--- config.mk ---
export PLATFORM = sky130hd
export DESIGN_NAME = uart_fifo_level_and_pin_port
export DESIGN_NICKNAME = d
export VERILOG_FILES = /design/src/uart_fifo_level_and_pin_port.v /design/src/level_counter.v /design/src/pin_sync.v
export VERILOG_INCLUDE_DIRS = /design/src
export SDC_FILE = /design/constraint.sdc
export NUM_CORES = 1
export LEC_CHECK = 0
export BUFFER_PORTS_ARGS = -buffer_cell sky130_fd_sc_hd__buf_2
export CORE_MARGIN = 2
export CORE_UTILIZATION = 53
export CTS_CLUSTER_DIAMETER = 60
export DETAILED_ROUTE_END_ITERATION = 7
export HOLD_SLACK_MARGIN = 0.02
export PLACE_DENSITY = 0.92
export SYNTH_ARGS = -nofsm -noshare
export SYNTH_HDL_FRONTEND = slang
export SYNTH_HIERARCHICAL = 1
export SYNTH_SLANG_ARGS = --single-unit
--- constraint.sdc ---
create_clock -name pclk -period 6.72 [get_ports pclk]
set_input_delay 1.344 -clock pclk [delete_from_list [all_inputs] [get_ports pclk]]
set_output_delay 1.344 -clock pclk [all_outputs]
set_load 0.05 [all_outputs]
--- src/pin_port_defs.vh ---
// register offsets, field positions, reset values and fifo depth for the pin port block
// assumes inclusion by bare name from the top and fill counter design files; the synchroniser does not include it
`ifndef PIN_PORT_DEFS_VH
`define PIN_PORT_DEFS_VH

// register byte addresses
`define OFS_FILL_LEVELS   12'h000
`define OFS_PIN_PORT      12'h004
`define OFS_FIFO_CONTROL  12'h008
`define OFS_SERIAL_CTRL   12'h00c

// fifo_fill_levels fields
`define TX_LEVEL_HI       12
`define TX_LEVEL_LO       8
`define RX_LEVEL_HI       4
`define RX_LEVEL_LO       0
`define FILL_RESET        16'h0000

// serial_pin_port_control fields
`define HOUT_DIR_BIT      7
`define HOUT_LVL_BIT      6
`define HIN_DIR_BIT       5
`define HIN_LVL_BIT       4
`define CLK_DIR_BIT       3
`define CLK_LVL_BIT       2
`define BRK_DIR_BIT       1
`define BRK_LVL_BIT       0
`define DIR_RESET         4'h0

// fifo_control fields
`define HS_ENABLE_BIT     3
`define TX_CLEAR_BIT      2
`define RX_CLEAR_BIT      1
`define FCTRL_RESET       4'h0

// serial_control fields
`define TX_ON_BIT         5
`define CLK_SRC_HI_BIT    1
`define CLK_SRC_LO_BIT    0
`define SCTRL_RESET       3'h0

// fifo depth in bytes
`define FIFO_DEPTH        16

`endif

--- src/uart_fifo_level_and_pin_port.v ---
// fifo fill levels and direct pin port of the fifo uart, apb slave
// assumes a serial engine on pclk giving push/pop strobes and serial pin values
//
// How it works
// [RULE1] fill register 16 bits: transmit count high byte, receive count low byte
// [RULE2] transmit count in bits 12..8, 0 to 16, bits 15..13 zero
// [RULE3] receive count in bits 4..0, 0 to 16, bits 7..5 zero
// [RULE4] fill register read-only, resets to zero, reads never disturb fifos
// [RULE5] pin port 16 bits read/write, upper byte reads zero, write zero
// [RULE6] reset clears direction bits; data bits undefined; standby leaves it
// [RULE7] handshake out direction set drives its data bit onto that pin
// [RULE8] handshake out data reads the live pin level
// [RULE9] software clears handshake enable before using handshake pins as ports
// [RULE10] handshake in direction set drives its data bit onto that pin
// [RULE11] handshake in data reads the live pin level
// [RULE12] clock pin driven by its data bit; clock source must be zero
// [RULE13] clock data reads the live clock pin level
// [RULE14] break direction set drives break data onto transmit line
// [RULE15] software clears transmitter enable before forcing break data
// [RULE16] break data reads the live receive line pin
// [RULE17] data bit zero means low pin, one means high pin
// [RULE18] handshake disabled: input seen active low, own output held at zero
// [RULE19] fifo clear control empties that fifo and zeroes its count
// [RULE20] direction zero: pin belongs to serial function or floats
`timescale 1ns/1ps
`include "pin_port_defs.vh"

module uart_fifo_level_and_pin_port #(
  parameter DEPTH = `FIFO_DEPTH
) (
  // clock and reset
  input  wire        pclk,
  input  wire        presetn,
  // apb slave
  input  wire        psel,
  input  wire        penable,
  input  wire        pwrite,
  input  wire [11:0] paddr,
  input  wire [31:0] pwdata,
  output reg  [31:0] prdata,
  output reg         pready,
  output reg         pslverr,
  // serial engine side
  input  wire        tx_push,
  input  wire        tx_pop,
  input  wire        rx_push,
  input  wire        rx_pop,
  input  wire        engine_txd,
  input  wire        engine_sck_out,
  input  wire        engine_sck_oe,
  input  wire        engine_rts,
  output reg         engine_cts_n,
  output reg         engine_rxd,
  output reg         engine_sck_in,
  output reg         handshake_enable,
  output reg         transmitter_on,
  output reg         clock_source_hi,
  output reg         clock_source_lo,
  // handshake output pin
  input  wire        handshake_out_pin_i,
  output reg         handshake_out_pin_o,
  output reg         handshake_out_pin_oe,
  // handshake input pin
  input  wire        handshake_in_pin_i,
  output reg         handshake_in_pin_o,
  output reg         handshake_in_pin_oe,
  // serial clock pin
  input  wire        serial_clock_pin_i,
  output reg         serial_clock_pin_o,
  output reg         serial_clock_pin_oe,
  // transmit and receive line pins
  input  wire        receive_line_pin,
  output reg         transmit_line_pin_o,
  output reg         transmit_line_pin_oe
);

  // port register: direction bits reset, data bits have no reset
  reg  [3:0]  dir_reg;        // {hout, hin, clk, brk}
  reg  [3:0]  data_reg;
  reg  [3:0]  fctrl_reg;      // {hs_enable, tx_clear, rx_clear, spare}
  reg  [2:0]  sctrl_reg;      // {tx_on, src_hi, src_lo}
  wire [4:0]  tx_level;
  wire [4:0]  rx_level;
  wire [3:0]  pins_sync;      // {hout, hin, clk, rxd}
  reg  [31:0] rdata_next;
  reg         wr_ok;
  reg         addr_ok;

  wire access = psel && penable;

  // match an address against the map
  function mapped;
    input [11:0] a;
    begin
      mapped = (a == `OFS_FILL_LEVELS) || (a == `OFS_PIN_PORT) ||
               (a == `OFS_FIFO_CONTROL) || (a == `OFS_SERIAL_CTRL);
    end
  endfunction

  // pin inputs cross into pclk before any logic reads them
  pin_sync #(.W(4)) u_sync (
    .pclk     (pclk),
    .presetn  (presetn),
    .async_in ({handshake_out_pin_i, handshake_in_pin_i,
                serial_clock_pin_i, receive_line_pin}),
    .sync_out (pins_sync)
  );

  // [RULE19] fifo clear empties
  level_counter #(.DEPTH(DEPTH), .W(5)) u_tx_level (
    .pclk      (pclk),
    .presetn   (presetn),
    .push      (tx_push),
    .pop       (tx_pop),
    .clear     (fctrl_reg[`TX_CLEAR_BIT]),
    .level_reg (tx_level)
  );

  // [RULE19] receive clear empties
  level_counter #(.DEPTH(DEPTH), .W(5)) u_rx_level (
    .pclk      (pclk),
    .presetn   (presetn),
    .push      (rx_push),
    .pop       (rx_pop),
    .clear     (fctrl_reg[`RX_CLEAR_BIT]),
    .level_reg (rx_level)
  );

  // read mux; no read has side effects on the fifos
  always @* begin
    rdata_next = 32'h0000_0000;
    case (paddr)
      `OFS_FILL_LEVELS: begin
        // [RULE1] packed count layout
        // [RULE2] transmit count field
        rdata_next[`TX_LEVEL_HI:`TX_LEVEL_LO] = tx_level;
        // [RULE3] receive count field
        rdata_next[`RX_LEVEL_HI:`RX_LEVEL_LO] = rx_level;
      end
      `OFS_PIN_PORT: begin
        // [RULE5] upper byte zero
        rdata_next[`HOUT_DIR_BIT] = dir_reg[3];
        // [RULE8] live handshake out level
        rdata_next[`HOUT_LVL_BIT] = pins_sync[3];
        rdata_next[`HIN_DIR_BIT]  = dir_reg[2];
        // [RULE11] live handshake in level
        rdata_next[`HIN_LVL_BIT]  = pins_sync[2];
        rdata_next[`CLK_DIR_BIT]  = dir_reg[1];
        // [RULE13] live clock level
        rdata_next[`CLK_LVL_BIT]  = pins_sync[1];
        rdata_next[`BRK_DIR_BIT]  = dir_reg[0];
        // [RULE16] live receive line
        rdata_next[`BRK_LVL_BIT]  = pins_sync[0];
      end
      `OFS_FIFO_CONTROL: begin
        rdata_next[`HS_ENABLE_BIT] = fctrl_reg[3];
        rdata_next[`TX_CLEAR_BIT]  = fctrl_reg[2];
        rdata_next[`RX_CLEAR_BIT]  = fctrl_reg[1];
      end
      `OFS_SERIAL_CTRL: begin
        rdata_next[`TX_ON_BIT]      = sctrl_reg[2];
        rdata_next[`CLK_SRC_HI_BIT] = sctrl_reg[1];
        rdata_next[`CLK_SRC_LO_BIT] = sctrl_reg[0];
      end
      default: begin
        rdata_next = 32'h0000_0000;
      end
    endcase
  end

  // write qualify; fill register ignores writes
  always @* begin
    addr_ok = mapped(paddr);
    // [RULE4] fill register read-only
    wr_ok   = access && !pready && pwrite && addr_ok;
  end

  // apb answer: one wait state, pready pulses for the access cycle
  always @(posedge pclk or negedge presetn) begin
    if (!presetn) begin
      pready  <= 1'b0;
      pslverr <= 1'b0;
      prdata  <= 32'h0000_0000;
    end else begin
      pready  <= access && !pready;
      pslverr <= access && !pready && !addr_ok;
      if (access && !pready && !pwrite) begin
        prdata <= rdata_next;
      end
    end
  end

  // control registers
  always @(posedge pclk or negedge presetn) begin
    if (!presetn) begin
      // [RULE6] direction bits clear
      dir_reg   <= `DIR_RESET;
      fctrl_reg <= `FCTRL_RESET;
      sctrl_reg <= `SCTRL_RESET;
    end else if (wr_ok) begin
      if (paddr == `OFS_PIN_PORT) begin
        dir_reg <= {pwdata[`HOUT_DIR_BIT], pwdata[`HIN_DIR_BIT],
                    pwdata[`CLK_DIR_BIT], pwdata[`BRK_DIR_BIT]};
      end
      if (paddr == `OFS_FIFO_CONTROL) begin
        fctrl_reg <= {pwdata[`HS_ENABLE_BIT], pwdata[`TX_CLEAR_BIT],
                      pwdata[`RX_CLEAR_BIT], 1'b0};
      end
      if (paddr == `OFS_SERIAL_CTRL) begin
        sctrl_reg <= {pwdata[`TX_ON_BIT], pwdata[`CLK_SRC_HI_BIT],
                      pwdata[`CLK_SRC_LO_BIT]};
      end
    end
  end

  // data bits carry no reset, as the hardware leaves them undefined
  always @(posedge pclk) begin
    if (wr_ok && paddr == `OFS_PIN_PORT) begin
      // [RULE17] one is high
      data_reg <= {pwdata[`HOUT_LVL_BIT], pwdata[`HIN_LVL_BIT],
                   pwdata[`CLK_LVL_BIT], pwdata[`BRK_LVL_BIT]};
    end
  end

  // pin drivers, all registered
  always @(posedge pclk or negedge presetn) begin
    if (!presetn) begin
      handshake_out_pin_o  <= 1'b0;
      handshake_out_pin_oe <= 1'b0;
      handshake_in_pin_o   <= 1'b0;
      handshake_in_pin_oe  <= 1'b0;
      serial_clock_pin_o   <= 1'b0;
      serial_clock_pin_oe  <= 1'b0;
      transmit_line_pin_o  <= 1'b1;
      transmit_line_pin_oe <= 1'b0;
    end else begin
      // [RULE7] port drives handshake out
      if (dir_reg[3]) begin
        handshake_out_pin_o  <= data_reg[3];
        handshake_out_pin_oe <= 1'b1;
      end else begin
        // [RULE18] held zero when disabled
        handshake_out_pin_o  <= fctrl_reg[3] ? engine_rts : 1'b0;
        handshake_out_pin_oe <= 1'b1;
      end
      // [RULE10] port drives handshake in
      handshake_in_pin_o  <= data_reg[2];
      // [RULE20] input otherwise floats
      handshake_in_pin_oe <= dir_reg[2];
      // [RULE12] clock port needs source zero
      if (dir_reg[1] && sctrl_reg[1:0] == 2'b00) begin
        serial_clock_pin_o  <= data_reg[1];
        serial_clock_pin_oe <= 1'b1;
      end else begin
        // [RULE20] engine owns the clock pin
        serial_clock_pin_o  <= engine_sck_out;
        serial_clock_pin_oe <= engine_sck_oe && sctrl_reg[0] && !sctrl_reg[1];
      end
      // [RULE14] break forced on line
      if (dir_reg[0]) begin
        transmit_line_pin_o <= data_reg[0];
      end else begin
        // idle mark when the transmitter is off
        transmit_line_pin_o <= sctrl_reg[2] ? engine_txd : 1'b1;
      end
      transmit_line_pin_oe <= 1'b1;
    end
  end

  // engine-facing copies of control and pins
  always @(posedge pclk or negedge presetn) begin
    if (!presetn) begin
      engine_cts_n     <= 1'b0;
      engine_rxd       <= 1'b1;
      engine_sck_in    <= 1'b0;
      handshake_enable <= 1'b0;
      transmitter_on   <= 1'b0;
      clock_source_hi  <= 1'b0;
      clock_source_lo  <= 1'b0;
    end else begin
      // [RULE18] input forced active low
      engine_cts_n     <= fctrl_reg[3] ? pins_sync[2] : 1'b0;
      engine_rxd       <= pins_sync[0];
      engine_sck_in    <= pins_sync[1];
      handshake_enable <= fctrl_reg[3];
      transmitter_on   <= sctrl_reg[2];
      clock_source_hi  <= sctrl_reg[1];
      clock_source_lo  <= sctrl_reg[0];
    end
  end

endmodule // uart_fifo_level_and_pin_port

--- src/level_counter.v ---
// one fifo fill counter: counts pushes and pops, clears on demand
// assumes push/pop from the serial engine on pclk; never pushes when full
`timescale 1ns/1ps
`include "pin_port_defs.vh"

module level_counter #(
  parameter DEPTH = `FIFO_DEPTH,
  parameter W     = 5
) (
  // clock and reset
  input  wire         pclk,
  input  wire         presetn,
  // events
  input  wire         push,
  input  wire         pop,
  input  wire         clear,
  // level
  output reg  [W-1:0] level_reg
);

  localparam [W-1:0] FULL = DEPTH;

  reg [W-1:0] level_next;

  // next level; clear beats any event in the same cycle
  always @* begin
    level_next = level_reg;
    if (clear) begin
      level_next = {W{1'b0}};
    end else if (push && !pop && level_reg != FULL) begin
      level_next = level_reg + 1'b1;
    end else if (pop && !push && level_reg != {W{1'b0}}) begin
      level_next = level_reg - 1'b1;
    end
  end

  // count register
  always @(posedge pclk or negedge presetn) begin
    if (!presetn) begin
      level_reg <= {W{1'b0}};
    end else begin
      level_reg <= level_next;
    end
  end

endmodule // level_counter

--- src/pin_sync.v ---
// two-flop synchroniser for a group of pin inputs
// assumes inputs are asynchronous to pclk
`timescale 1ns/1ps

module pin_sync #(
  parameter W = 4
) (
  // clock and reset
  input  wire         pclk,
  input  wire         presetn,
  // pins
  input  wire [W-1:0] async_in,
  output reg  [W-1:0] sync_out
);

  reg [W-1:0] meta_reg;

  // first stage read only by second stage
  always @(posedge pclk or negedge presetn) begin
    if (!presetn) begin
      meta_reg <= {W{1'b0}};
      sync_out <= {W{1'b0}};
    end else begin
      meta_reg <= async_in;
      sync_out <= meta_reg;
    end
  end

endmodule // pin_sync

==> flow_summary_export.csv <==
group,metric,value,unit
run_status,status,"finished clean",
pwr,sw_frac_of_total,0.331,
layout,instances_no_fill,386,
timing,post-route-period-util,0.446,
floorplanning,initial_core_util,0.558,
timing,whs,0.348,ns
timing,setup_violations,0,
pwr,combPwrFrac,0.262,
grt,first_global_vias,1985,
timing,final-hold-violation-count,0,
synth,yosysUniqueCellTypes,43,
floorplanning,io-pin-count,110,
clocking,cts_sinks,61,
setup_path,cp_max_fo,5,
setup_path,startpoint,"rx_pop",
synth,yosysWarnings,6,
clocking,cts_setup_buffers,0,
timing,fin_crit,3.00,ns
floorplanning,die_x,78.0,um
pwr,seqPwrFrac,0.423,
hold_path,holdCritStartpoint,"u_sync/meta_reg[1]$_DFF_PN0_",
pwr,power_density,318,mW/mm2
timing,setup_tns,0,ns
synth,synth_edf_count,4,
placement,dp_hpwl,4.37,mm
layout,fillCellCount,403,
clocking,clk_pin_slew_worst_paths,0.07,ns
synth,synth_area,0.00290,mm2
hold_path,hp-class,"flop to flop",
grt,grt_use_total,0.209,
synth,yosys_register_bits,61,
detailed_routing,ant_nets,0,
floorplanning,dieArea,0.00608,mm2
timing,max_freq,0.333,GHz
layout,drive_gt1_frac,0.323,
synth,syn_avg_cell_area,12.1,um2
timing,fin_worst_skew,0.00936,ns
timing,tightest_slew,0.900,ns
floorplanning,core_region_area,0.00520,mm2
grt,grt_antenna_before_repair,0,
layout,multi_input_area,0.00123,mm2
flow_run,maxCapViolations,0,
timing,rsz0062_at_grt,"no",
clocking,clk_path_buf_depth,2,
timing,slew_viol_final,0,
floorplanning,rows,26,
pwr,p_sw,0.362,mW
layout,seqCellArea,0.00155,mm2
setup_path,crit_path_end_kind,"flop",
pwr,leakagePower,1.71,nW
synth,synth-main-ff-cell,"dfrtp_1",
clocking,cts_tree,"yes",
synth,ys_async_sr_fraction,0.934,
clocking,cts_max_level,3,
detailed_routing,drc_errors,0,
layout,final_core_util,0.661,
grt,busiest_layer,"met2",
grt,overflow,0,
placement,place_inst,370,
grt,use_met1,0.258,
detailed_routing,drt_first_pass_iters,4,
clocking,postCtsHoldBufs,0,
placement,place.port_buffers,66,
clocking,cts_buffers,9,
layout,antenna-diode-count,0,
placement,placed_area,0.00322,mm2
pwr,clkPwrFrac,0.315,
layout,largest_register_ffs,13,
grt,grt_max_degree,58,
detailed_routing,drt_iter0_markers,152,
setup_path,arrival,3.25,ns
layout,syn_to_final_growth,18.5,%
setup_path,cp.required,6.97,ns
placement,place_congestion,0.864,
setup_path,start_kind,"input pin",
clocking,cts_resized,0,
setup_path,r2r-start,"u_tx_level/level_reg[1]$_DFFE_PN0P_",
clocking,cts_root_buf,"clkbuf_8",
layout,final_area,0.00344,mm2
pwr,p_int,0.731,mW
grt,grtUsageMet2,0.350,
setup_path,crit_type,"input pin to flop",
floorplanning,dieHeight,78.0,um
timing,relSlewSlack,0.400,
synth,synthCells,240,
synth,ys_seq_area_frac,0.534,
detailed_routing,detail_route.wl_per_cell,15.5,um
detailed_routing,drt-total-wl,5.98,mm
layout,final_nets,382,
detailed_routing,num_vias,2067,
grt,grt_pass1_wl,9.61,mm
pwr,ir_drop,0.133,mV
detailed_routing,viasPerCell,5.35,
clocking,clkLatencyLatePin,0.34,ns
grt,grt_util_met3,0.0628,
==> cell usage after synthesis (3+ instances only) <==
master	number	area [um2]
xnor2_1	8	70.1
edfxtp_1	4	120
buf_4	20	150
inv_1	4	15.0
a21o_1	4	30.0
dfrtp_1	55	1380
nor2_1	9	33.8
mux2i_1	7	70.1
o21ai_0	7	35.0
and3_1	5	31.3
nand2_1	13	48.8
nand3_1	6	30.0
a22o_1	7	61.3
and2_0	3	18.8
mux2_2	9	101
buf_2	4	20.0
a21oi_1	15	75.1
nor4_4	4	85.1
nor4_1	6	37.5
ha_1	8	100
nand2b_1	5	31.3
a31oi_1	3	18.8
==> per-layer routing <==
| layer | vias up | part of all wire |
|---|---|---|
| met5 | - | 0 |
| met4 | 0 | 0.015 |
| met3 | 12 | 0.068 |
| met2 | 91 | 0.51 |
| met1 | 988 | 0.41 |
| li1 | 976 | - |
==> placed cells by master, fill, tap and decap left out, types with 8 or more instances in the layout <==
cell type  count
mux2_2         9
a21oi_1       15
nor2_1         9
xnor2_1        8
conb_1        20
dfrtp_1       55
nand2_1       13
clkbuf_8      10
buf_2         66
ha_1           8
==> path summary, 6_finish.rpt <==
| path | end | slack [ns] | cells after the start |
|---|---|---|---|
| max in group asynchronous | u_tx_level/level_reg[2]$_DFFE_PN0P_ | 5.13 | 2 |
| hold / removal | u_sync/sync_out[1]$_DFF_PN0_ | 0.35 | 0 |
| hold reg to reg | u_sync/sync_out[1]$_DFF_PN0_ | 0.35 | 0 |
| min in group asynchronous | clock_source_lo$_DFF_PN0_ | 1.12 | 2 |
| setup reg to reg | u_tx_level/level_reg[4]$_DFFE_PN0P_ | 4.12 | 7 |
| setup / recovery | u_rx_level/level_reg[4]$_DFFE_PN0P_ | 3.72 | 8 |
==> power by group through the flow <==
stage | sequential, mW | combinational, mW | clock [mW]
6_report | 0.463 | 0.286 | 0.344
2_1_floorplan | 0.461 | 0.226 | 0
3_3_place_gp | 0.465 | 0.267 | 0
3_5_place_dp | 0.469 | 0.281 | 0
5_1_grt | 0.472 | 0.320 | 0.368
4_1_cts | 0.462 | 0.285 | 0.351
==> worst max-delay path: stages <==
cell,delay (ns)
buf_2,0.13
nand2b_1,0.16
a21o_1,0.23
fa_1,0.45
a21o_1,0.20
a2111oi_0,0.38
o21ai_0,0.17
a21oi_1,0.17
==> kinds of logic (layout without fill, tap and decap cells) <==
| logic type | after synthesis | in the layout | share of synthesized area |
|---|---|---|---|
| buf+inv | 29 | 87 | 0.0651 |
| other cells | 2 | 20 | 0.00259 |
| xor+xnor | 8 | 8 | 0.0241 |
| simple gates | 61 | 61 | 0.140 |
| fa+ha+maj | 10 | 10 | 0.0483 |
| compound gates | 51 | 51 | 0.119 |
| flops | 61 | 61 | 0.534 |
| mux | 18 | 18 | 0.0668 |
==> cell type report <==
type / instances / area share
Multi-Input combinational cell: 168 / 0.358
Sequential cell: 61 / 0.450
Clock buffer: 11 / 0.0473
Inverter: 4 / 0.00436
Timing Repair Buffer: 67 / 0.0982
Tap cell: 70 / 0.0255
Clock inverter: 5 / 0.0164
==> metrics by stage <==
step | worst slack, ns | power, mW
after CTS | 3.72 | 1.10
after global routing | 3.63 | 1.16
after detailed placement | 3.40 | 0.749
after floorplan | 3.78 | 0.687
final | 3.72 | 1.09
after global placement | 3.49 | 0.732
No activity file was read; power rests on OpenSTA's default activity.
